**config.mk**
```make
export PLATFORM = sky130hd
export DESIGN_NAME = ema_top
export DESIGN_NICKNAME = d
export VERILOG_FILES = /design/src/inc/ema_pkg.sv /design/src/inc/ema_alu_if.sv /design/src/core/ema_alu.sv /design/src/core/ema_flags.sv /design/src/core/ema_top.sv
export VERILOG_INCLUDE_DIRS = /design/src /design/src/inc
export SDC_FILE = /design/constraint.sdc
export NUM_CORES = 1
export LEC_CHECK = 0
export ABC_AREA = 1
export BUFFER_PORTS_ARGS = -buffer_cell sky130_fd_sc_hd__buf_2
export CELL_PAD_IN_SITES_DETAIL_PLACEMENT = 0
export CELL_PAD_IN_SITES_GLOBAL_PLACEMENT = 2
export CORE_ASPECT_RATIO = 2
export CORE_MARGIN = 5
export CORE_UTILIZATION = 26
export CTS_CLUSTER_DIAMETER = 40
export DETAILED_ROUTE_END_ITERATION = 8
export PLACE_DENSITY = 0.86
export SKIP_CTS_REPAIR_TIMING = 1
export SYNTH_ARGS = -nofsm -noshare
export SYNTH_HDL_FRONTEND = slang
export SYNTH_SLANG_ARGS = --single-unit
```
**constraint.sdc**
```tcl
create_clock -name CLK -period 2.2 [get_ports CLK]
set_input_delay 0.33 -clock CLK [delete_from_list [all_inputs] [get_ports CLK]]
set_output_delay 0.33 -clock CLK [all_outputs]
set_load 0.01 [all_outputs]
```
**src/inc/ema_defines.svh**
```systemverilog
`ifndef EMA_DEFINES_SVH
`define EMA_DEFINES_SVH

// Data memory address width; covers every data memory section directly.
`define EMA_ADDR_W 10
// Byte width of the datapath.
`define EMA_DATA_W 8
// Value written by the whole-byte set operation.
`define EMA_BYTE_ONES 8'hff
// Reset value of the accumulator.
`define EMA_ACC_RST 8'h00
// Reset value of the flag bits.
`define EMA_FLAGS_RST 6'h00
// Bit positions of the flags in the status word.
`define EMA_FLG_C 0
`define EMA_FLG_Z 1
`define EMA_FLG_AC 2
`define EMA_FLG_OV 3
`define EMA_FLG_SC 4
`define EMA_FLG_CZ 5
`define EMA_FLG_W 6

`endif

```
**src/inc/ema_pkg.sv**
```systemverilog
`default_nettype none
package ema_pkg;

  typedef enum logic [3:0] {
    EMA_ROTATE_RIGHT_MEM,
    EMA_ROTATE_RIGHT_TO_ACC,
    EMA_ROTATE_RIGHT_CARRY_MEM,
    EMA_ROTATE_RIGHT_CARRY_TO_ACC,
    EMA_SUBTRACT_BORROW_TO_ACC,
    EMA_SUBTRACT_BORROW_TO_MEM,
    EMA_SUBTRACT_TO_ACC,
    EMA_SUBTRACT_TO_MEM,
    EMA_DECREMENT_SKIP_ZERO,
    EMA_DECREMENT_SKIP_ZERO_ACC,
    EMA_INCREMENT_SKIP_ZERO,
    EMA_INCREMENT_SKIP_ZERO_ACC,
    EMA_SET_BYTE,
    EMA_SET_BIT,
    EMA_SKIP_IF_NONZERO,
    EMA_SKIP_IF_NONZERO_BIT
  } ema_op_t;

  // Field order matches the flag bit positions, carry in bit 0.
  typedef struct packed {
    logic chained_zero_flag;
    logic signed_result_flag;
    logic signed_wrap_flag;
    logic half_carry_flag;
    logic z;
    logic c;
  } ema_flags_t;

endpackage
`default_nettype wire

```
**src/inc/ema_alu_if.sv**
```systemverilog
`timescale 1ns/100ps
`default_nettype none
interface ema_alu_if;
  import ema_pkg::*;

  logic en;
  logic commit;
  ema_op_t op;
  logic [7:0] mem_byte;
  logic [7:0] acc;
  logic [2:0] bit_sel;
  logic st_wr;
  ema_flags_t st_wdata;
  ema_flags_t flags;
  logic [7:0] res;
  logic wr_mem;
  logic wr_acc;
  logic skip;
  logic upd_c;
  logic upd_arith;
  ema_flags_t new_flags;

  modport core (output en, commit, op, mem_byte, acc, bit_sel, st_wr,
                st_wdata, input flags, res, wr_mem, wr_acc, skip);
  modport alu (input op, mem_byte, acc, bit_sel, flags, output res,
               wr_mem, wr_acc, skip, upd_c, upd_arith, new_flags);
  modport flg (input en, commit, st_wr, st_wdata, upd_c, upd_arith,
               new_flags, output flags);
endinterface
`default_nettype wire

```
**src/core/ema_alu.sv**
```systemverilog
`timescale 1ns/100ps
`default_nettype none
module ema_alu (
  // Operands in, results out.
  ema_alu_if.alu x
);
  import ema_pkg::*;
  `include "ema_defines.svh"

  function automatic logic [8:0] ema_sub(input logic [7:0] a,
                                          input logic [7:0] b,
                                          input logic bw);
    ema_sub = {1'b0, a} - {1'b0, b} - {8'h00, bw};
  endfunction

  function automatic logic ema_is_zero(input logic [7:0] v);
    ema_is_zero = (v == 8'h00);
  endfunction

  logic bw;
  logic [8:0] diff;
  logic [4:0] low_diff;
  logic [7:0] dec_v;
  logic [7:0] inc_v;

  always_comb begin
    bw = 1'b0;
    if (x.op == EMA_SUBTRACT_BORROW_TO_ACC ||
        x.op == EMA_SUBTRACT_BORROW_TO_MEM) begin
      bw = ~x.flags.c;
    end
    diff = ema_sub(x.acc, x.mem_byte, bw);
    low_diff = {1'b0, x.acc[3:0]} - {1'b0, x.mem_byte[3:0]} - {4'h0, bw};
    dec_v = x.mem_byte - 8'h01;
    inc_v = x.mem_byte + 8'h01;
  end

  always_comb begin
    x.new_flags = x.flags;
    // Carry is set when no borrow left the byte.
    x.new_flags.c = ~diff[8];
    x.new_flags.z = ema_is_zero(diff[7:0]);
    x.new_flags.half_carry_flag = ~low_diff[4];
    x.new_flags.signed_wrap_flag = (x.acc[7] != x.mem_byte[7]) &&
                                   (diff[7] != x.acc[7]);
    x.new_flags.signed_result_flag = diff[7] ^ x.new_flags.signed_wrap_flag;
    x.new_flags.chained_zero_flag = ema_is_zero(diff[7:0]) &
                                    (~bw | x.flags.chained_zero_flag);
    x.res = x.mem_byte;
    x.wr_mem = 1'b0;
    x.wr_acc = 1'b0;
    x.skip = 1'b0;
    x.upd_c = 1'b0;
    x.upd_arith = 1'b0;
    case (x.op)
      EMA_ROTATE_RIGHT_MEM: begin
        x.res = {x.mem_byte[0], x.mem_byte[7:1]};
        x.wr_mem = 1'b1;
      end
      EMA_ROTATE_RIGHT_TO_ACC: begin
        x.res = {x.mem_byte[0], x.mem_byte[7:1]};
        x.wr_acc = 1'b1;
      end
      EMA_ROTATE_RIGHT_CARRY_MEM, EMA_ROTATE_RIGHT_CARRY_TO_ACC: begin
        x.res = {x.flags.c, x.mem_byte[7:1]};
        x.new_flags = x.flags;
        x.new_flags.c = x.mem_byte[0];
        x.upd_c = 1'b1;
        x.wr_mem = (x.op == EMA_ROTATE_RIGHT_CARRY_MEM);
        x.wr_acc = (x.op == EMA_ROTATE_RIGHT_CARRY_TO_ACC);
      end
      EMA_SUBTRACT_BORROW_TO_ACC, EMA_SUBTRACT_TO_ACC: begin
        x.res = diff[7:0];
        x.upd_arith = 1'b1;
        x.wr_acc = 1'b1;
      end
      EMA_SUBTRACT_BORROW_TO_MEM, EMA_SUBTRACT_TO_MEM: begin
        x.res = diff[7:0];
        x.upd_arith = 1'b1;
        x.wr_mem = 1'b1;
      end
      EMA_DECREMENT_SKIP_ZERO: begin
        x.res = dec_v;
        x.wr_mem = 1'b1;
        x.skip = ema_is_zero(dec_v);
      end
      EMA_DECREMENT_SKIP_ZERO_ACC: begin
        x.res = dec_v;
        x.wr_acc = 1'b1;
        x.skip = ema_is_zero(dec_v);
      end
      EMA_INCREMENT_SKIP_ZERO: begin
        x.res = inc_v;
        x.wr_mem = 1'b1;
        x.skip = ema_is_zero(inc_v);
      end
      EMA_INCREMENT_SKIP_ZERO_ACC: begin
        x.res = inc_v;
        x.wr_acc = 1'b1;
        x.skip = ema_is_zero(inc_v);
      end
      EMA_SET_BYTE: begin
        x.res = `EMA_BYTE_ONES;
        x.wr_mem = 1'b1;
      end
      EMA_SET_BIT: begin
        x.res = x.mem_byte | (8'h01 << x.bit_sel);
        x.wr_mem = 1'b1;
      end
      EMA_SKIP_IF_NONZERO: begin
        x.wr_mem = 1'b1;
        x.skip = ~ema_is_zero(x.mem_byte);
      end
      EMA_SKIP_IF_NONZERO_BIT: begin
        x.skip = x.mem_byte[x.bit_sel];
      end
      default: begin
        x.res = x.mem_byte;
      end
    endcase
  end
endmodule
`default_nettype wire

```
**src/core/ema_flags.sv**
```systemverilog
`timescale 1ns/100ps
`default_nettype none
module ema_flags (
  // Clock and reset.
  input wire logic clk,
  input wire logic rst,
  // Flag updates in, flags out.
  ema_alu_if.flg x
);
  import ema_pkg::*;
  `include "ema_defines.svh"

  ema_flags_t flags_ff;
  assign x.flags = flags_ff;

  // Only carry moves on a rotate through carry; all six move on a subtraction.
  always_ff @(posedge clk or posedge rst) begin
    if (rst) begin
      flags_ff <= `EMA_FLAGS_RST;
    end else if (x.en) begin
      if (x.st_wr) begin
        flags_ff <= x.st_wdata;
      end else if (x.commit && x.upd_arith) begin
        flags_ff <= x.new_flags;
      end else if (x.commit && x.upd_c) begin
        flags_ff.c <= x.new_flags.c;
      end
    end
  end
endmodule
`default_nettype wire

```
**src/core/ema_top.sv**
```systemverilog
// Operation
// - Rotate memory byte right, bit 0 into bit 7, write back, flags kept.
// - Accumulator rotate variants write only the accumulator, memory kept.
// - Rotate through carry: bit 0 to carry, old carry to bit 7.
// - Subtract with borrow: accumulator minus byte minus inverted carry.
// - Plain subtract: accumulator minus byte, to accumulator or memory.
// - After subtraction carry clears on negative, sets on zero or positive.
// - Subtractions update wrap, zero, half carry, carry, sign, chained zero.
// - Decrement byte, store back, skip next when zero, flags kept.
// - Accumulator decrement variant writes accumulator, skips on its zero.
// - Increment byte, store back, skip next when zero, flags kept.
// - Accumulator increment variant writes accumulator, skips on its zero.
// - A taken skip inserts a dummy cycle, three cycles in total.
// - An untaken skip continues with the following instruction.
// - Set byte writes all ones, flags kept.
// - Set bit forces only the selected bit to one, flags kept.
// - Bit test skips next when selected bit is one, flags kept.
// - Byte test writes byte back, skips when non-zero, flags kept.
// - Memory operand addressed directly over full range, no bank.
`timescale 1ns/100ps
`default_nettype none
`include "ema_defines.svh"
module ema_top #(
  parameter int ADDR_W = `EMA_ADDR_W
) (
  // Clock, reset and clock enable.
  input wire logic CLK,
  input wire logic RST,
  input wire logic CE,
  // Instruction request from the decoder.
  input wire logic OP_VALID,
  output logic OP_READY,
  input wire ema_pkg::ema_op_t OP_CODE,
  input wire logic [ADDR_W-1:0] OP_ADDR,
  input wire logic [2:0] OP_BIT,
  // Instruction completion and skip indication.
  output logic OP_DONE,
  output logic DISCARD_NEXT,
  // Data memory port.
  output logic [ADDR_W-1:0] MEM_ADDR,
  output logic MEM_RD,
  input wire logic [7:0] MEM_RDATA,
  output logic MEM_WR,
  output logic [7:0] MEM_WDATA,
  // Accumulator and flag load from the core.
  input wire logic ACC_WR,
  input wire logic [7:0] ACC_WDATA,
  input wire logic FLAGS_WR,
  input wire ema_pkg::ema_flags_t FLAGS_WDATA,
  // Accumulator and flags.
  output logic [7:0] ACC,
  output ema_pkg::ema_flags_t FLAGS
);
  import ema_pkg::*;

  typedef enum logic [1:0] {
    ST_IDLE,
    ST_READ,
    ST_EXEC,
    ST_DUMMY
  } ema_state_t;

  ema_state_t state_ff;
  ema_state_t nxt_state;
  ema_op_t op_ff;
  logic [ADDR_W-1:0] addr_ff;
  logic [2:0] bit_ff;
  logic rd_ff;
  logic wr_ff;
  logic [7:0] wdata_ff;
  logic [7:0] acc_ff;
  logic accept;
  logic exec;

  ema_alu_if x();

  ema_alu u_alu (
    .x(x)
  );

  ema_flags u_flags (
    .clk(CLK),
    .rst(RST),
    .x(x)
  );

  assign accept = CE && (state_ff == ST_IDLE) && OP_VALID;
  assign exec = CE && (state_ff == ST_EXEC);

  assign x.en = CE;
  assign x.commit = exec;
  assign x.op = op_ff;
  assign x.mem_byte = MEM_RDATA;
  assign x.acc = acc_ff;
  assign x.bit_sel = bit_ff;
  assign x.st_wr = FLAGS_WR && (state_ff == ST_IDLE);
  assign x.st_wdata = FLAGS_WDATA;

  assign OP_READY = (state_ff == ST_IDLE);
  assign OP_DONE = ((state_ff == ST_EXEC) && !x.skip) ||
                   (state_ff == ST_DUMMY);
  assign DISCARD_NEXT = (state_ff == ST_DUMMY);
  assign MEM_ADDR = addr_ff;
  assign MEM_RD = rd_ff;
  assign MEM_WR = wr_ff;
  assign MEM_WDATA = wdata_ff;
  assign ACC = acc_ff;
  assign FLAGS = x.flags;

  // Sequencer: read, execute, and a dummy slot when the skip is taken.
  always_comb begin
    nxt_state = state_ff;
    case (state_ff)
      ST_IDLE: begin
        if (OP_VALID) begin
          nxt_state = ST_READ;
        end
      end
      ST_READ: begin
        nxt_state = ST_EXEC;
      end
      ST_EXEC: begin
        if (x.skip) begin
          nxt_state = ST_DUMMY;
        end else begin
          nxt_state = ST_IDLE;
        end
      end
      ST_DUMMY: begin
        nxt_state = ST_IDLE;
      end
      default: begin
        nxt_state = ST_IDLE;
      end
    endcase
  end

  always_ff @(posedge CLK or posedge RST) begin
    if (RST) begin
      state_ff <= ST_IDLE;
    end else if (CE) begin
      state_ff <= nxt_state;
    end
  end

  // Operand capture; the address is used as given over the full range.
  always_ff @(posedge CLK or posedge RST) begin
    if (RST) begin
      op_ff <= EMA_ROTATE_RIGHT_MEM;
      addr_ff <= '0;
      bit_ff <= 3'h0;
    end else if (accept) begin
      op_ff <= OP_CODE;
      addr_ff <= OP_ADDR;
      bit_ff <= OP_BIT;
    end
  end

  always_ff @(posedge CLK or posedge RST) begin
    if (RST) begin
      rd_ff <= 1'b0;
    end else if (CE) begin
      rd_ff <= accept;
    end
  end

  // Memory write-back, issued in the cycle after execution.
  always_ff @(posedge CLK or posedge RST) begin
    if (RST) begin
      wr_ff <= 1'b0;
      wdata_ff <= 8'h00;
    end else if (CE) begin
      wr_ff <= exec && x.wr_mem;
      if (exec && x.wr_mem) begin
        wdata_ff <= x.res;
      end
    end
  end

  always_ff @(posedge CLK or posedge RST) begin
    if (RST) begin
      acc_ff <= `EMA_ACC_RST;
    end else if (CE) begin
      if (exec && x.wr_acc) begin
        acc_ff <= x.res;
      end else if (ACC_WR && (state_ff == ST_IDLE)) begin
        acc_ff <= ACC_WDATA;
      end
    end
  end

  a_rot_mem_value: assert property (@(posedge CLK) disable iff (RST)
    (exec && op_ff == EMA_ROTATE_RIGHT_MEM) |=>
      MEM_WR && MEM_WDATA == {$past(MEM_RDATA[0]), $past(MEM_RDATA[7:1])}
      && FLAGS == $past(FLAGS))
    else $error("rotate right to memory wrong");

  a_acc_keeps_mem: assert property (@(posedge CLK) disable iff (RST)
    (exec && (op_ff == EMA_ROTATE_RIGHT_TO_ACC ||
              op_ff == EMA_ROTATE_RIGHT_CARRY_TO_ACC)) |=>
      !MEM_WR && ACC[6:0] == $past(MEM_RDATA[7:1]))
    else $error("accumulator rotate touched memory");

  a_rotc_ring: assert property (@(posedge CLK) disable iff (RST)
    (exec && op_ff == EMA_ROTATE_RIGHT_CARRY_TO_ACC) |=>
      FLAGS.c == $past(MEM_RDATA[0]) && ACC[7] == $past(FLAGS.c) &&
      FLAGS.z == $past(FLAGS.z))
    else $error("rotate through carry ring broken");

  a_sbc_value: assert property (@(posedge CLK) disable iff (RST)
    (exec && op_ff == EMA_SUBTRACT_BORROW_TO_ACC) |=>
      ACC == $past(ACC) - $past(MEM_RDATA) - {7'h00, ~$past(FLAGS.c)})
    else $error("subtract with borrow wrong");

  a_sub_mem_value: assert property (@(posedge CLK) disable iff (RST)
    (exec && op_ff == EMA_SUBTRACT_TO_MEM) |=>
      MEM_WR && MEM_WDATA == $past(ACC) - $past(MEM_RDATA))
    else $error("subtract to memory wrong");

  a_sub_carry: assert property (@(posedge CLK) disable iff (RST)
    (exec && (op_ff == EMA_SUBTRACT_TO_ACC || op_ff == EMA_SUBTRACT_TO_MEM))
      |=> FLAGS.c == ($past(ACC) >= $past(MEM_RDATA)))
    else $error("carry after subtract wrong");

  a_sub_zero_flag: assert property (@(posedge CLK) disable iff (RST)
    (exec && (op_ff == EMA_SUBTRACT_TO_ACC ||
              op_ff == EMA_SUBTRACT_BORROW_TO_ACC)) |=>
      FLAGS.z == (ACC == 8'h00) &&
      FLAGS.signed_result_flag == (ACC[7] ^ FLAGS.signed_wrap_flag))
    else $error("subtract flags wrong");

  a_dec_skip: assert property (@(posedge CLK) disable iff (RST)
    (exec && op_ff == EMA_DECREMENT_SKIP_ZERO) |=>
      MEM_WR && MEM_WDATA == $past(MEM_RDATA) - 8'h01 &&
      DISCARD_NEXT == (MEM_WDATA == 8'h00) && FLAGS == $past(FLAGS))
    else $error("decrement and skip wrong");

  a_dec_acc_skip: assert property (@(posedge CLK) disable iff (RST)
    (exec && op_ff == EMA_DECREMENT_SKIP_ZERO_ACC) |=>
      !MEM_WR && ACC == $past(MEM_RDATA) - 8'h01 &&
      DISCARD_NEXT == (ACC == 8'h00))
    else $error("accumulator decrement and skip wrong");

  a_inc_skip: assert property (@(posedge CLK) disable iff (RST)
    (exec && op_ff == EMA_INCREMENT_SKIP_ZERO) |=>
      MEM_WR && MEM_WDATA == $past(MEM_RDATA) + 8'h01 &&
      DISCARD_NEXT == (MEM_WDATA == 8'h00) && FLAGS == $past(FLAGS))
    else $error("increment and skip wrong");

  a_inc_acc_skip: assert property (@(posedge CLK) disable iff (RST)
    (exec && op_ff == EMA_INCREMENT_SKIP_ZERO_ACC) |=>
      !MEM_WR && ACC == $past(MEM_RDATA) + 8'h01 &&
      DISCARD_NEXT == (ACC == 8'h00))
    else $error("accumulator increment and skip wrong");

  a_skip_three_cyc: assert property (@(posedge CLK) disable iff (RST)
    (accept ##1 CE ##1 (CE && x.skip)) |=>
      DISCARD_NEXT && !OP_READY && OP_DONE)
    else $error("taken skip lacks dummy cycle");

  a_noskip_return: assert property (@(posedge CLK) disable iff (RST)
    (exec && !x.skip) |-> OP_DONE ##1 (OP_READY && !DISCARD_NEXT))
    else $error("untaken skip discarded next");

  a_set_byte: assert property (@(posedge CLK) disable iff (RST)
    (exec && op_ff == EMA_SET_BYTE) |=>
      MEM_WR && MEM_WDATA == `EMA_BYTE_ONES && FLAGS == $past(FLAGS))
    else $error("set byte wrong");

  a_set_bit: assert property (@(posedge CLK) disable iff (RST)
    (exec && op_ff == EMA_SET_BIT) |=>
      MEM_WR && MEM_WDATA == ($past(MEM_RDATA) | (8'h01 << $past(bit_ff)))
      && FLAGS == $past(FLAGS))
    else $error("set bit wrong");

  a_bit_test: assert property (@(posedge CLK) disable iff (RST)
    (exec && op_ff == EMA_SKIP_IF_NONZERO_BIT) |=>
      !MEM_WR && DISCARD_NEXT == $past(MEM_RDATA[bit_ff]) &&
      FLAGS == $past(FLAGS))
    else $error("bit test skip wrong");

  a_byte_test: assert property (@(posedge CLK) disable iff (RST)
    (exec && op_ff == EMA_SKIP_IF_NONZERO) |=>
      MEM_WR && MEM_WDATA == $past(MEM_RDATA) &&
      DISCARD_NEXT == ($past(MEM_RDATA) != 8'h00))
    else $error("byte test skip wrong");

  a_direct_addr: assert property (@(posedge CLK) disable iff (RST)
    accept |=> MEM_RD && MEM_ADDR == $past(OP_ADDR) ##1
      (MEM_ADDR == $past(MEM_ADDR) || !CE))
    else $error("operand address not held");

  a_rot_acc_value: assert property (@(posedge CLK) disable iff (RST)
    (exec && op_ff == EMA_ROTATE_RIGHT_TO_ACC) |=>
      ACC == {$past(MEM_RDATA[0]), $past(MEM_RDATA[7:1])} &&
      FLAGS == $past(FLAGS))
    else $error("rotate right to accumulator wrong");

  a_rotc_mem: assert property (@(posedge CLK) disable iff (RST)
    (exec && op_ff == EMA_ROTATE_RIGHT_CARRY_MEM) |=>
      MEM_WR && MEM_WDATA == {$past(FLAGS.c), $past(MEM_RDATA[7:1])} &&
      FLAGS.c == $past(MEM_RDATA[0]) && FLAGS[5:1] == $past(FLAGS[5:1]))
    else $error("rotate through carry to memory wrong");

  a_sbc_mem_value: assert property (@(posedge CLK) disable iff (RST)
    (exec && op_ff == EMA_SUBTRACT_BORROW_TO_MEM) |=>
      MEM_WR && ACC == $past(ACC) && MEM_WDATA ==
      $past(ACC) - $past(MEM_RDATA) - {7'h00, ~$past(FLAGS.c)})
    else $error("subtract with borrow to memory wrong");

  a_sub_acc_value: assert property (@(posedge CLK) disable iff (RST)
    (exec && op_ff == EMA_SUBTRACT_TO_ACC) |=>
      !MEM_WR && ACC == $past(ACC) - $past(MEM_RDATA))
    else $error("subtract to accumulator wrong");

  a_sbc_carry: assert property (@(posedge CLK) disable iff (RST)
    (exec && (op_ff == EMA_SUBTRACT_BORROW_TO_ACC ||
              op_ff == EMA_SUBTRACT_BORROW_TO_MEM)) |=>
      FLAGS.c == ({1'b0, $past(ACC)} >=
                  {1'b0, $past(MEM_RDATA)} + {8'h00, ~$past(FLAGS.c)}))
    else $error("carry after subtract with borrow wrong");

  a_sub_half_carry: assert property (@(posedge CLK) disable iff (RST)
    (exec && (op_ff == EMA_SUBTRACT_TO_ACC || op_ff == EMA_SUBTRACT_TO_MEM))
      |=> FLAGS.half_carry_flag ==
        ($past(ACC[3:0]) >= $past(MEM_RDATA[3:0])) &&
      FLAGS.chained_zero_flag == FLAGS.z)
    else $error("half carry after subtract wrong");

  a_sub_signed: assert property (@(posedge CLK) disable iff (RST)
    (exec && op_ff == EMA_SUBTRACT_TO_ACC) |=>
      FLAGS.signed_result_flag ==
        ($signed($past(ACC)) < $signed($past(MEM_RDATA))) &&
      FLAGS.signed_wrap_flag == (ACC[7] != FLAGS.signed_result_flag))
    else $error("signed flags after subtract wrong");

  a_set_bit_single: assert property (@(posedge CLK) disable iff (RST)
    (exec && op_ff == EMA_SET_BIT) |=>
      MEM_WDATA[$past(bit_ff)] &&
      $countones(MEM_WDATA ^ $past(MEM_RDATA)) <= 1)
    else $error("set bit touched other bits");

endmodule
`default_nettype wire

```
==> impl_metrics.env, run 1 <==
export IMPL_status="finished with violations"
export IMPL_violations="setup timing"
export IMPL_critical_path_cell_chain="inv_2 > nor2_4 > nand2_2 > fa_2 > inv_1 > ha_2 > o21ai_2 > nand2_2 > nand2_2 > nand2_1 > nand2_1 > nand2_2 > nand2_2 > nand3_2 > o211ai_1 > nand2_1"
export IMPL_synthFlopType="sky130_fd_sc_hd__dfrtp_1"
export IMPL_power_share_combinational_pct=67.0
export IMPL_finalWirelength_um=13600
export IMPL_drt_met1_wl_um=4520
export IMPL_multiInputGateArea_um2=2180
export IMPL_drt_iter0_drc=259
export IMPL_vdd_drop_max_mv=0.543
export IMPL_power_share_switching_pct=50.0
export IMPL_max_slew_margin_rel_pct=60.7
export IMPL_horizontal_die_dimension_um=91.1
export IMPL_register_area_um2=1080
export IMPL_async_flop_share_pct=100
export IMPL_synthesis_nets=561
export IMPL_worst_setup_path_type="flip-flop to flip-flop"
export IMPL_htreeDepth=2
export IMPL_cellInternalPower_uw=3370
export IMPL_detail_route_antenna_nets=0
export IMPL_critPathMaxFanout=3
export IMPL_worst_setup_path_start_kind="flip-flop"
export IMPL_most_frequent_cells_in_the_layout="sky130_fd_sc_hd__nand2_1, sky130_fd_sc_hd__buf_2, sky130_fd_sc_hd__inv_1, sky130_fd_sc_hd__nor2_1, sky130_fd_sc_hd__buf_4"
export IMPL_rows=59
export IMPL_boundaryPins=82
export IMPL_final_common_cell="sky130_fd_sc_hd__nand2_1"
export IMPL_number_of_vias_after_detailed_routing=3804
export IMPL_ys_warnings=0
export IMPL_synth_top_area_cell="sky130_fd_sc_hd__dfrtp_1"
export IMPL_drive_gt1_share_pct=34.2
export IMPL_hold_path_class="input port to asynchronous set/reset pin"
export IMPL_placement_io_buffers=81
export IMPL_p_switching_uw=3370
export IMPL_r2r_slack_ns=-0.22
export IMPL_synthesis_area_per_instance_um2=6.88
export IMPL_synth_distinct_cells=41
export IMPL_final_cells=774
export IMPL_tritoncts_num_sinks=43
export IMPL_regToRegEndpoint="MEM_WDATA[5]"
export IMPL_crit_slowest_cell="sky130_fd_sc_hd__fa_2"
export IMPL_worst_setup_path_end_kind="flip-flop"
export IMPL_yosys_area_top_type_share_pct=31.5
export IMPL_sequentialPowerShare_pct=22.0
export IMPL_cp_data_required_time_ns=2.37
export IMPL_wire_per_inst_um=17.6
export IMPL_synth_edff_count=0
export IMPL_globalplace_congestion=0.915
export IMPL_setup_repair_after_global_routing_missed_its_margin="true"
export IMPL_highest_layer="met4"
export IMPL_report_final_setup_viol=16
export IMPL_post_synth_instance_area_um2=3420
export IMPL_place_hpwl_um=11200
export IMPL_fillerInstances=1406
export IMPL_r2r_start="op_ff[2]"
export IMPL_final_period_minus_worst_setup_slack_ns=2.42
export IMPL_grt_pass1_wl_um=20400
export IMPL_cpMostUsedCell="sky130_fd_sc_hd__nand2_2"
export IMPL_dpl_cell_count=765
export IMPL_route_met2_wl_um=7750
export IMPL_power_static_leakage_uw=0.00245
export IMPL_cts_tree="yes"
export IMPL_cts_made_buffers=5
export IMPL_hold_worst_slack_ns=0.192
export IMPL_fin_crit_sh_pct=110
export IMPL_syn_to_final_growth_pct=36.3
export IMPL_remaining_drc_errors=0
export IMPL_floorplan_initialDensity_pct=26.3
export IMPL_cts_buffer_depth=2
export IMPL_share_clk_of_total_power_pct=11.0
export IMPL_clk_root_buffer_cell="sky130_fd_sc_hd__clkbuf_16"
export IMPL_placeableCoreArea_um2=13000
export IMPL_globalRouteTotalUtil_pct=16.7
export IMPL_max_stage_delay_ns=0.56
export IMPL_met3_length_um=471
export IMPL_insertedDiodeCount=0
export IMPL_dieArea_um2=15700
export IMPL_rr_worst_depth=16
export IMPL_yosys_register_bits=43
export IMPL_grt_overflow=0
export IMPL_max_cap_viol_count=0
export IMPL_antenna_found_initial=0
export IMPL_finClkSkew_ns=0.00849
export IMPL_dr_pass1_iters=4
export IMPL_synth_sequential_area_ratio_pct=31.5
export IMPL_synth_cells=497
export IMPL_critical_path_top_delay_family="simple AND/OR/NAND/NOR gates"
export IMPL_route_detailed_vias_per_inst=4.91
export IMPL_clock_fmax_mhz=413
export IMPL_grt_max_degree=44
export IMPL_layout_nets=685
export IMPL_drv_slew=0
export IMPL_post_synth_main_area_contributors="sky130_fd_sc_hd__dfrtp_1, sky130_fd_sc_hd__nand2_1, sky130_fd_sc_hd__inv_1"
export IMPL_first_global_vias=3847
export IMPL_worst_endpoint_arrival_ns=2.59
export IMPL_die_height_um=172
export IMPL_setup_ws_ns=-0.218
export IMPL_finalHoldViolations=0
export IMPL_p_per_area_nw_per_um2=1450
export IMPL_setup_tns_ns=-2.11
export IMPL_timing_worst_slew_pin_value_ns=0.589
export IMPL_clock_insertion_delay_worst_skew_ns=0.29
export IMPL_worstPathBufferInverterCount=2
export IMPL_cts_reportedPaths_clkPinSlew_ns=0.07
## cells by family (layout without fill, tap and decap cells)
logic type	count (synthesis)	count (layout)	synth area share, %
muxes	10	10	3.29
buffers and inverters	89	214	10.2
and+or+nand+nor	259	259	34.0
DFF	43	43	31.5
xor gates and xnor gates	3	3	0.769
AOI/OAI and AO/OA	74	74	12.9
adders and majority gates	19	19	7.39
## power by group through the flow
stage	Clock (uW)	Combinational (uW)	Sequential, uW
floorplan	0	2400	1580
global placement	0	4120	1470
detailed placement	0	4140	1490
CTS	760	4160	1470
global route	788	4960	1540
finish	742	4520	1480
## layer usage
| metal | vias up | GRT usage, % |
|---|---|---|
| met5 | - | 0 |
| met4 | 0 | 10.7 |
| met3 | 42 | 2.83 |
| met2 | 116 | 32.2 |
| met1 | 1783 | 15.9 |
| li1 | 1863 | - |
## tightest hold or removal path, cell delays in order
cell	delay (ns)
sky130_fd_sc_hd__buf_2	0.10
sky130_fd_sc_hd__clkinv_1	0.03
sky130_fd_sc_hd__buf_4	0.48
## metrics by stage
stage / total power, uW / setup slack (ns) / cell area [um2] / util [%]
2_1_floorplan: 3970 / -0.121 / 3450 / -
3_3_place_gp: 5590 / -0.279 / 4330 / 33.3
3_5_place_dp: 5630 / -0.274 / 4330 / 33.3
4_1_cts: 6390 / -0.279 / 4470 / 34.4
5_1_grt: 7280 / -0.341 / 4660 / 35.9
6_report: 6740 / -0.218 / 4660 / 35.9
## final cells by class
class	instances	share of cell area, %
Clock buffer	6	2.76
Clock inverter	2	0.268
Inverter	78	6.33
Multi-Input combinational cell	365	46.8
Sequential cell	43	23.1
Tap cell	152	4.08
Timing Repair Buffer	128	16.6
## synth_stat cells (2+ instances only)
master                     number
sky130_fd_sc_hd__dfrtp_1       43
sky130_fd_sc_hd__inv_2          4
sky130_fd_sc_hd__nand2_2        4
sky130_fd_sc_hd__nand3b_1       3
sky130_fd_sc_hd__o211ai_1       6
sky130_fd_sc_hd__buf_2          6
sky130_fd_sc_hd__ha_1          17
sky130_fd_sc_hd__o21bai_1       3
sky130_fd_sc_hd__o22ai_1        7
sky130_fd_sc_hd__a211oi_1       3
sky130_fd_sc_hd__nor2_2         2
sky130_fd_sc_hd__o21ai_0       15
sky130_fd_sc_hd__a21oi_2        2
sky130_fd_sc_hd__nand2_1      125
sky130_fd_sc_hd__nor2_1        51
sky130_fd_sc_hd__xor2_1         2
sky130_fd_sc_hd__inv_1         73
sky130_fd_sc_hd__nand3_2        2
sky130_fd_sc_hd__clkbuf_1       3
sky130_fd_sc_hd__o21ai_1        4
sky130_fd_sc_hd__a31oi_1        2
sky130_fd_sc_hd__nand3_1       45
sky130_fd_sc_hd__mux2_2        10
sky130_fd_sc_hd__nor3_1         6
sky130_fd_sc_hd__nor2_4         3
sky130_fd_sc_hd__fa_1           2
sky130_fd_sc_hd__nand4_1       12
sky130_fd_sc_hd__a21oi_1       29
## worst max-delay path by stage
stage,slack [ns],end,start,depth (start not counted)
5_1_grt,-0.34,u_flags.x.flags[3],op_ff[2],15
4_1_cts,-0.28,MEM_WDATA[2],op_ff[1],11
6_report,-0.22,MEM_WDATA[5],op_ff[2],16
3_3_place_gp,-0.28,MEM_WDATA[2],op_ff[1],11
2_1_floorplan,-0.12,u_flags.x.flags[3],op_ff[2],16
3_5_place_dp,-0.27,MEM_WDATA[2],op_ff[1],11
## registers in the layout, indices dropped and copies added (netlist names)
register / flops
MEM_WDATA: 8
MEM_ADDR: 10
u_flags.x.flags: 6
bit_ff: 3
state_ff: 2
ACC: 8
MEM_WR: 1
op_ff: 4
MEM_RD: 1
Power figures use the tool's default switching activity.
==> run 2, diff against run 1 <==
--- a/config.mk
+++ b/config.mk
@@ -15,8 +15,9 @@
 export CORE_UTILIZATION = 26
 export CTS_CLUSTER_DIAMETER = 40
 export DETAILED_ROUTE_END_ITERATION = 8
-export PLACE_DENSITY = 0.86
+export PLACE_DENSITY = 0.87
 export SKIP_CTS_REPAIR_TIMING = 1
 export SYNTH_ARGS = -nofsm -noshare
 export SYNTH_HDL_FRONTEND = slang
+export SYNTH_HIERARCHICAL = 1
 export SYNTH_SLANG_ARGS = --single-unit
==> impl_metrics.env, run 2 <==
export IMPL_status="finished with violations"
export IMPL_violations="setup timing"
export IMPL_placeableCoreArea_um2=13900
export IMPL_top_cells_by_instance_count_after_synthesis="sky130_fd_sc_hd__nand2_1, sky130_fd_sc_hd__inv_1, sky130_fd_sc_hd__nand3_1"
export IMPL_post_synth_main_area_contributors="sky130_fd_sc_hd__dfrtp_1, sky130_fd_sc_hd__nand2_1, sky130_fd_sc_hd__inv_1"
export IMPL_horizontal_die_dimension_um=94.0
export IMPL_clock_insertion_delay_worst_skew_ns=0.29
export IMPL_htreeDepth=2
export IMPL_timing_hold_worst_endpoint="MEM_ADDR[7]"
export IMPL_grt_max_degree=38
export IMPL_finalHoldViolations=0
export IMPL_dieArea_um2=16700
export IMPL_async_flop_share_pct=100
export IMPL_die_height_um=178
export IMPL_max_slew_margin_rel_pct=66.8
export IMPL_drive_gt1_share_pct=38.4
export IMPL_finalWirelength_um=13900
export IMPL_route_detailed_vias_per_inst=4.54
export IMPL_synthFlopType="sky130_fd_sc_hd__dfrtp_1"
export IMPL_worst_setup_path_end_kind="flip-flop"
export IMPL_yosys_register_bits=43
export IMPL_boundaryPins=82
export IMPL_drv_slew=0
export IMPL_syn_to_final_growth_pct=49.0
export IMPL_synth_distinct_cells=35
export IMPL_layout_nets=815
export IMPL_cts_tree="yes"
export IMPL_cts_buffer_depth=2
export IMPL_yosys_cell_count_top_type="sky130_fd_sc_hd__nand2_1"
export IMPL_r2r_slack_ns=-0.30
export IMPL_ys_warnings=6
export IMPL_grt_overflow=0
export IMPL_rows=61
export IMPL_globalplace_congestion=0.915
export IMPL_synth_top_area_cell="sky130_fd_sc_hd__dfrtp_1"
export IMPL_fin_crit_sh_pct=114
export IMPL_grt_pass1_wl_um=21900
export IMPL_wire_per_inst_um=14.8
export IMPL_r2r_start="op_ff[1]"
export IMPL_final_period_minus_worst_setup_slack_ns=2.50
export IMPL_globalRouteTotalUtil_pct=17.0
export IMPL_hold_path_startpoint="OP_ADDR[7]"
export IMPL_setup_repair_after_global_routing_missed_its_margin="true"
export IMPL_synth_cells=573
export IMPL_hold_path_cell_count=3
export IMPL_dr_pass1_iters=4
export IMPL_final_common_cell="sky130_fd_sc_hd__nand2_1"
export IMPL_synth_sequential_area_ratio_pct=29.4
export IMPL_final_design_area_no_fill_um2=5460
export IMPL_placement_io_buffers=81
export IMPL_worst_setup_path_type="flip-flop to flip-flop"
export IMPL_tritoncts_num_sinks=43
export IMPL_p_switching_uw=3780
export IMPL_insertedDiodeCount=0
export IMPL_cts_made_buffers=5
export IMPL_worst_setup_path_start_kind="flip-flop"
export IMPL_clk_root_buffer_cell="sky130_fd_sc_hd__clkbuf_16"
export IMPL_floorplan_initialDensity_pct=26.4
export IMPL_setup_tns_ns=-4.46
export IMPL_power_share_switching_pct=48.8
export IMPL_place_hpwl_um=11400
export IMPL_first_global_vias=4466
export IMPL_cp_data_required_time_ns=2.42
export IMPL_critPathMaxFanout=4
export IMPL_number_of_vias_after_detailed_routing=4264
export IMPL_post_synth_instance_area_um2=3660
export IMPL_power_static_leakage_uw=0.00303
export IMPL_largest_register_ff_count=10
export IMPL_setup_ws_ns=-0.298
export IMPL_synthesis_area_per_instance_um2=6.40
export IMPL_dpl_cell_area_um2=4910
export IMPL_report_final_setup_viol=22
export IMPL_cp_startpoint="op_ff[1]"
export IMPL_power_share_combinational_pct=71.2
export IMPL_yosys_area_top_type_share_pct=29.4
export IMPL_detail_route_antenna_nets=0
export IMPL_most_frequent_cells_in_the_layout="sky130_fd_sc_hd__nand2_1, sky130_fd_sc_hd__buf_4, sky130_fd_sc_hd__inv_1, sky130_fd_sc_hd__buf_2"
export IMPL_rr_worst_depth=17
export IMPL_max_cap_viol_count=0
export IMPL_p_per_area_nw_per_um2=1420
export IMPL_timing_worst_slew_pin_value_ns=0.498
export IMPL_antenna_found_initial=0
export IMPL_regToRegEndpoint="MEM_WDATA[7]"
export IMPL_cellInternalPower_uw=3960
export IMPL_sequentialPowerShare_pct=18.9
export IMPL_share_clk_of_total_power_pct=9.9
export IMPL_drt_iter0_drc=168
export IMPL_clock_fmax_mhz=400
export IMPL_remaining_drc_errors=0
export IMPL_hold_path_class="input port to flip-flop"
export IMPL_finClkSkew_ns=0.00761
export IMPL_cts_reportedPaths_clkPinSlew_ns=0.07
export IMPL_worst_endpoint_arrival_ns=2.72
export IMPL_synth_edff_count=0
export IMPL_vdd_drop_max_mv=0.690
export IMPL_synthesis_nets=639
[run 2: worst max-delay path: stages, from the launching register on]
cell and delay (ns):
sky130_fd_sc_hd__dfrtp_1 0.41, sky130_fd_sc_hd__nor2_2 0.16, sky130_fd_sc_hd__nand2_4 0.07, sky130_fd_sc_hd__fa_2 0.37, sky130_fd_sc_hd__buf_6 0.14, sky130_fd_sc_hd__ha_4 0.22, sky130_fd_sc_hd__nand2_4 0.07, sky130_fd_sc_hd__nand3_4 0.08
sky130_fd_sc_hd__nand2_4 0.10, sky130_fd_sc_hd__nand4_1 0.15, sky130_fd_sc_hd__nand2_4 0.14, sky130_fd_sc_hd__nand2_2 0.06, sky130_fd_sc_hd__nand3_2 0.07, sky130_fd_sc_hd__nand2_1 0.05, sky130_fd_sc_hd__inv_1 0.06, sky130_fd_sc_hd__inv_2 0.04
sky130_fd_sc_hd__buf_4 0.12, sky130_fd_sc_hd__o21ai_2 0.11
[run 2: routing by layer]
layer	up-vias	wire, um	global-route usage (%)
met2	103	7660	31.6
met1	1968	5080	17.0
li1	2154	-	-
met3	39	415	1.91
met5	-	0	0
met4	0	779	11.9
[run 2: power groups by stage]
stage / Combinational [uW] / Clock, uW / Sequential [uW]
after floorplan: 2570 / 0 / 1610
after detailed placement: 4750 / 0 / 1470
after CTS: 4780 / 802 / 1460
after global placement: 4710 / 0 / 1450
after global routing: 6100 / 831 / 1520
final: 5510 / 768 / 1470
[run 2: cells by family (layout without fill, tap and decap cells)]
kind of cell             Yosys count  in the layout  synth area share, %
XOR/XNOR                           7              7                 1.67
flip-flops                        43             43                 29.4
adder cells (fa/ha/maj)           21             21                 7.58
AND/OR/NAND/NOR                  309            309                 36.6
AO/OA/AOI/OAI                     79             79                 12.4
buffers and inverters            114            291                 12.3
[run 2: metrics by stage]
stage	std cells	util [%]	total power (uW)	setup WS (ns)	hold slack [ns]
floorplan	573	-	4180	-0.264	0.121
global placement	917	35.4	6160	-0.336	0.301
detailed placement	917	35.4	6220	-0.385	0.303
CTS	925	36.5	7040	-0.412	-0.0145
global route	939	39.3	8450	-0.459	0.281
finish	939	39.3	7750	-0.298	0.273
[run 2: cell type report]
type,count,area (um2)
Fill cell,1575,8430
Multi-Input combinational cell,416,2420
Timing Repair Buffer,179,1170
Sequential cell,43,1080
Inverter,104,400
Tap cell,189,236
Clock buffer,5,125
Clock inverter,3,25.0
[run 2: worst max path at each step]
stage | cells after the start | endpoint
6_report | 17 | MEM_WDATA[7]
5_1_grt | 20 | ACC[7]
4_1_cts | 18 | ACC[7]
3_5_place_dp | 18 | ACC[7]
3_3_place_gp | 20 | ACC[7]
2_1_floorplan | 21 | ACC[7]
==> run 3, diff against run 2 <==
--- a/config.mk
+++ b/config.mk
@@ -6,16 +6,15 @@
 export SDC_FILE = /design/constraint.sdc
 export NUM_CORES = 1
 export LEC_CHECK = 0
-export ABC_AREA = 1
 export BUFFER_PORTS_ARGS = -buffer_cell sky130_fd_sc_hd__buf_2
 export CELL_PAD_IN_SITES_DETAIL_PLACEMENT = 0
 export CELL_PAD_IN_SITES_GLOBAL_PLACEMENT = 2
 export CORE_ASPECT_RATIO = 2
 export CORE_MARGIN = 5
-export CORE_UTILIZATION = 26
+export CORE_UTILIZATION = 31
 export CTS_CLUSTER_DIAMETER = 40
 export DETAILED_ROUTE_END_ITERATION = 8
-export PLACE_DENSITY = 0.87
+export PLACE_DENSITY = 0.88
 export SKIP_CTS_REPAIR_TIMING = 1
 export SYNTH_ARGS = -nofsm -noshare
 export SYNTH_HDL_FRONTEND = slang
==> impl_metrics.env, run 3 <==
export IMPL_wire_per_inst_um=19.9
export IMPL_rr_worst_depth=12
export IMPL_worstPathBufferInverterCount=0
export IMPL_placeableCoreArea_um2=11400
export IMPL_worst_setup_path_end_kind="flip-flop"
export IMPL_first_global_vias=3613
export IMPL_place_hpwl_um=10200
export IMPL_htreeDepth=2
export IMPL_synth_top_area_cell="sky130_fd_sc_hd__dfrtp_1"
export IMPL_finClkSkew_ns=0.00768
export IMPL_hold_path_class="input port to flip-flop"
export IMPL_cts_made_buffers=5
export IMPL_timing_worst_slew_pin_value_ns=0.592
export IMPL_power_share_combinational_pct=71.9
export IMPL_critical_path_top_delay_family="simple AND/OR/NAND/NOR gates"
export IMPL_synth_sequential_area_ratio_pct=29.8
export IMPL_yosys_register_bits=43
export IMPL_globalRouteTotalUtil_pct=18.1
export IMPL_post_synth_main_area_contributors="sky130_fd_sc_hd__dfrtp_1, sky130_fd_sc_hd__mux2_1, sky130_fd_sc_hd__ha_1"
export IMPL_worst_setup_path_type="flip-flop to flip-flop"
export IMPL_horizontal_die_dimension_um=86.3
export IMPL_drt_iter0_drc=191
export IMPL_insertedDiodeCount=0
export IMPL_p_per_area_nw_per_um2=1640
export IMPL_report_final_setup_viol=23
export IMPL_total_power_uw=8300
export IMPL_placement_io_buffers=81
export IMPL_grt_max_degree=38
export IMPL_final_cells=653
export IMPL_hold_worst_slack_ns=0.250
export IMPL_grt_overflow=0
export IMPL_number_of_vias_after_detailed_routing=3410
export IMPL_finalHoldViolations=0
export IMPL_post_synth_instance_area_um2=3610
export IMPL_cp_data_required_time_ns=2.38
export IMPL_yosys_area_top_type_share_pct=29.8
export IMPL_drive_gt1_share_pct=47.9
export IMPL_clk_root_buffer_cell="sky130_fd_sc_hd__clkbuf_16"
export IMPL_setup_repair_after_global_routing_missed_its_margin="true"
export IMPL_sequentialPowerShare_pct=17.5
export IMPL_dpl_cell_count=638
export IMPL_synthesis_nets=428
export IMPL_last_element_of_the_critical_path="ACC[6]"
export IMPL_power_static_leakage_uw=0.00242
export IMPL_synthFlopType="sky130_fd_sc_hd__dfrtp_1"
export IMPL_cts_tree="yes"
export IMPL_die_height_um=163
export IMPL_top_cells_by_instance_count_after_synthesis="sky130_fd_sc_hd__dfrtp_1, sky130_fd_sc_hd__inv_1, sky130_fd_sc_hd__nand2_1"
export IMPL_clock_insertion_delay_worst_skew_ns=0.30
export IMPL_r2r_start="op_ff[3]"
export IMPL_synth_edff_count=0
export IMPL_syn_to_final_growth_pct=40.6
export IMPL_synth_distinct_cells=64
export IMPL_power_share_switching_pct=42.7
export IMPL_async_flop_share_pct=100
export IMPL_r2r_slack_ns=-1.29
export IMPL_antenna_found_initial=0
export IMPL_max_cap_viol_count=0
export IMPL_max_slew_margin_rel_pct=60.0
export IMPL_finalWirelength_um=13000
export IMPL_most_frequent_cells_in_the_layout="sky130_fd_sc_hd__buf_2, sky130_fd_sc_hd__buf_4, sky130_fd_sc_hd__dfrtp_1, sky130_fd_sc_hd__inv_1, sky130_fd_sc_hd__nand2_1"
export IMPL_clock_fmax_mhz=286
export IMPL_dr_pass1_iters=4
export IMPL_critical_path_cell_chain="nand2b_4 > or3_4 > fa_2 > fa_2 > nand2b_4 > a2111oi_4 > nor2_2 > mux2i_1 > nand2_1 > o32a_1 > mux2_4 > mux2_4"
export IMPL_cp_startpoint="op_ff[3]"
export IMPL_worst_setup_path_start_kind="flip-flop"
export IMPL_crit_slowest_cell="sky130_fd_sc_hd__dfrtp_1"
export IMPL_synthesis_area_per_instance_um2=9.96
export IMPL_dieArea_um2=14000
export IMPL_synth_cells=362
export IMPL_globalplace_congestion=0.972
export IMPL_detail_route_antenna_nets=0
export IMPL_route_detailed_vias_per_inst=5.22
export IMPL_ys_warnings=6
export IMPL_remaining_drc_errors=0
export IMPL_status="finished with violations"
export IMPL_cts_buffer_depth=2
export IMPL_boundaryPins=82
export IMPL_worst_endpoint_arrival_ns=3.67
export IMPL_max_stage_delay_ns=0.39
export IMPL_vdd_drop_max_mv=0.695
export IMPL_floorplan_initialDensity_pct=31.8
export IMPL_rows=55
export IMPL_regToRegEndpoint="ACC[6]"
export IMPL_violations="setup timing"
export IMPL_drv_slew=0
export IMPL_cts_reportedPaths_clkPinSlew_ns=0.07
export IMPL_path_depth=12
export IMPL_grt_pass1_wl_um=19300
export IMPL_setup_ws_ns=-1.29
export IMPL_largest_register_ff_count=10
export IMPL_final_period_minus_worst_setup_slack_ns=3.49
export IMPL_final_design_area_no_fill_um2=5070
export IMPL_cellInternalPower_uw=4750
export IMPL_fin_crit_sh_pct=159
export IMPL_dpl_cell_area_um2=4650
export IMPL_tritoncts_num_sinks=43
export IMPL_yosys_cell_count_top_type="sky130_fd_sc_hd__dfrtp_1"
export IMPL_final_common_cell="sky130_fd_sc_hd__buf_2"
export IMPL_share_clk_of_total_power_pct=10.6
export IMPL_layout_nets=577
export IMPL_p_switching_uw=3540
export IMPL_critPathMaxFanout=2
-- run 3: cell families after synthesis --
| family | synth area share (%) |
|---|---|
| and+or+nand+nor | 14.1 |
| AOI/OAI and AO/OA | 13.4 |
| muxes | 22.0 |
| buffers and inverters | 7.29 |
| DFF | 29.8 |
| xor gates and xnor gates | 5.79 |
| adders and majority gates | 7.70 |
-- run 3: how the worst min path moves through the flow --
stage / start / to / slack (ns) / depth (start not counted)
floorplan: RST / u_flags/x.flags[0] / 0.12 / 1
global placement: RST / u_flags/x.flags[2] / 0.29 / 2
detailed placement: RST / u_flags/x.flags[1] / 0.29 / 2
CTS: RST / u_flags/x.flags[1] / -0.03 / 2
global route: OP_ADDR[0] / MEM_ADDR[0] / 0.26 / 2
finish: OP_BIT[1] / bit_ff[1] / 0.25 / 2
-- run 3: power by group through the flow --
| stage | clock network, uW | logic, uW | registers, uW |
|---|---|---|---|
| after floorplan | 0 | 3010 | 1620 |
| after global placement | 0 | 5110 | 1450 |
| after detailed placement | 0 | 5180 | 1460 |
| after CTS | 893 | 5230 | 1450 |
| after global routing | 926 | 6370 | 1510 |
| final | 882 | 5970 | 1450 |
-- run 3: metal layers --
metal / GRT usage (%) / share of wire, % / vias to the layer above / routed length, um
li1: - / - / 1579 / -
met1: 17.6 / 33 / 1648 / 4350
met2: 34.6 / 56 / 138 / 7320
met3: 2.84 / 4.2 / 45 / 543
met4: 10.9 / 6.0 / 0 / 777
met5: 0 / 0 / - / 0
-- run 3: stage by stage --
step	util, %	setup TNS (ns)	worst slack (ns)
floorplan	-	-17.40	-1.30
global placement	40.9	-18.21	-1.14
detailed placement	40.9	-19.23	-1.18
CTS	42.4	-19.74	-1.20
global route	44.7	-22.80	-1.37
finish	44.7	-20.67	-1.29
-- run 3: area by class of cell --
| class | count | area [um2] |
|---|---|---|
| flip-flops and latches | 43 | 1080 |
| well taps | 142 | 178 |
| fillers | 1116 | 6280 |
| inverters | 34 | 128 |
| clock buffers | 5 | 125 |
| clock inverters | 2 | 37.5 |
| repair buffers | 160 | 1010 |
| multi-input cells | 267 | 2520 |
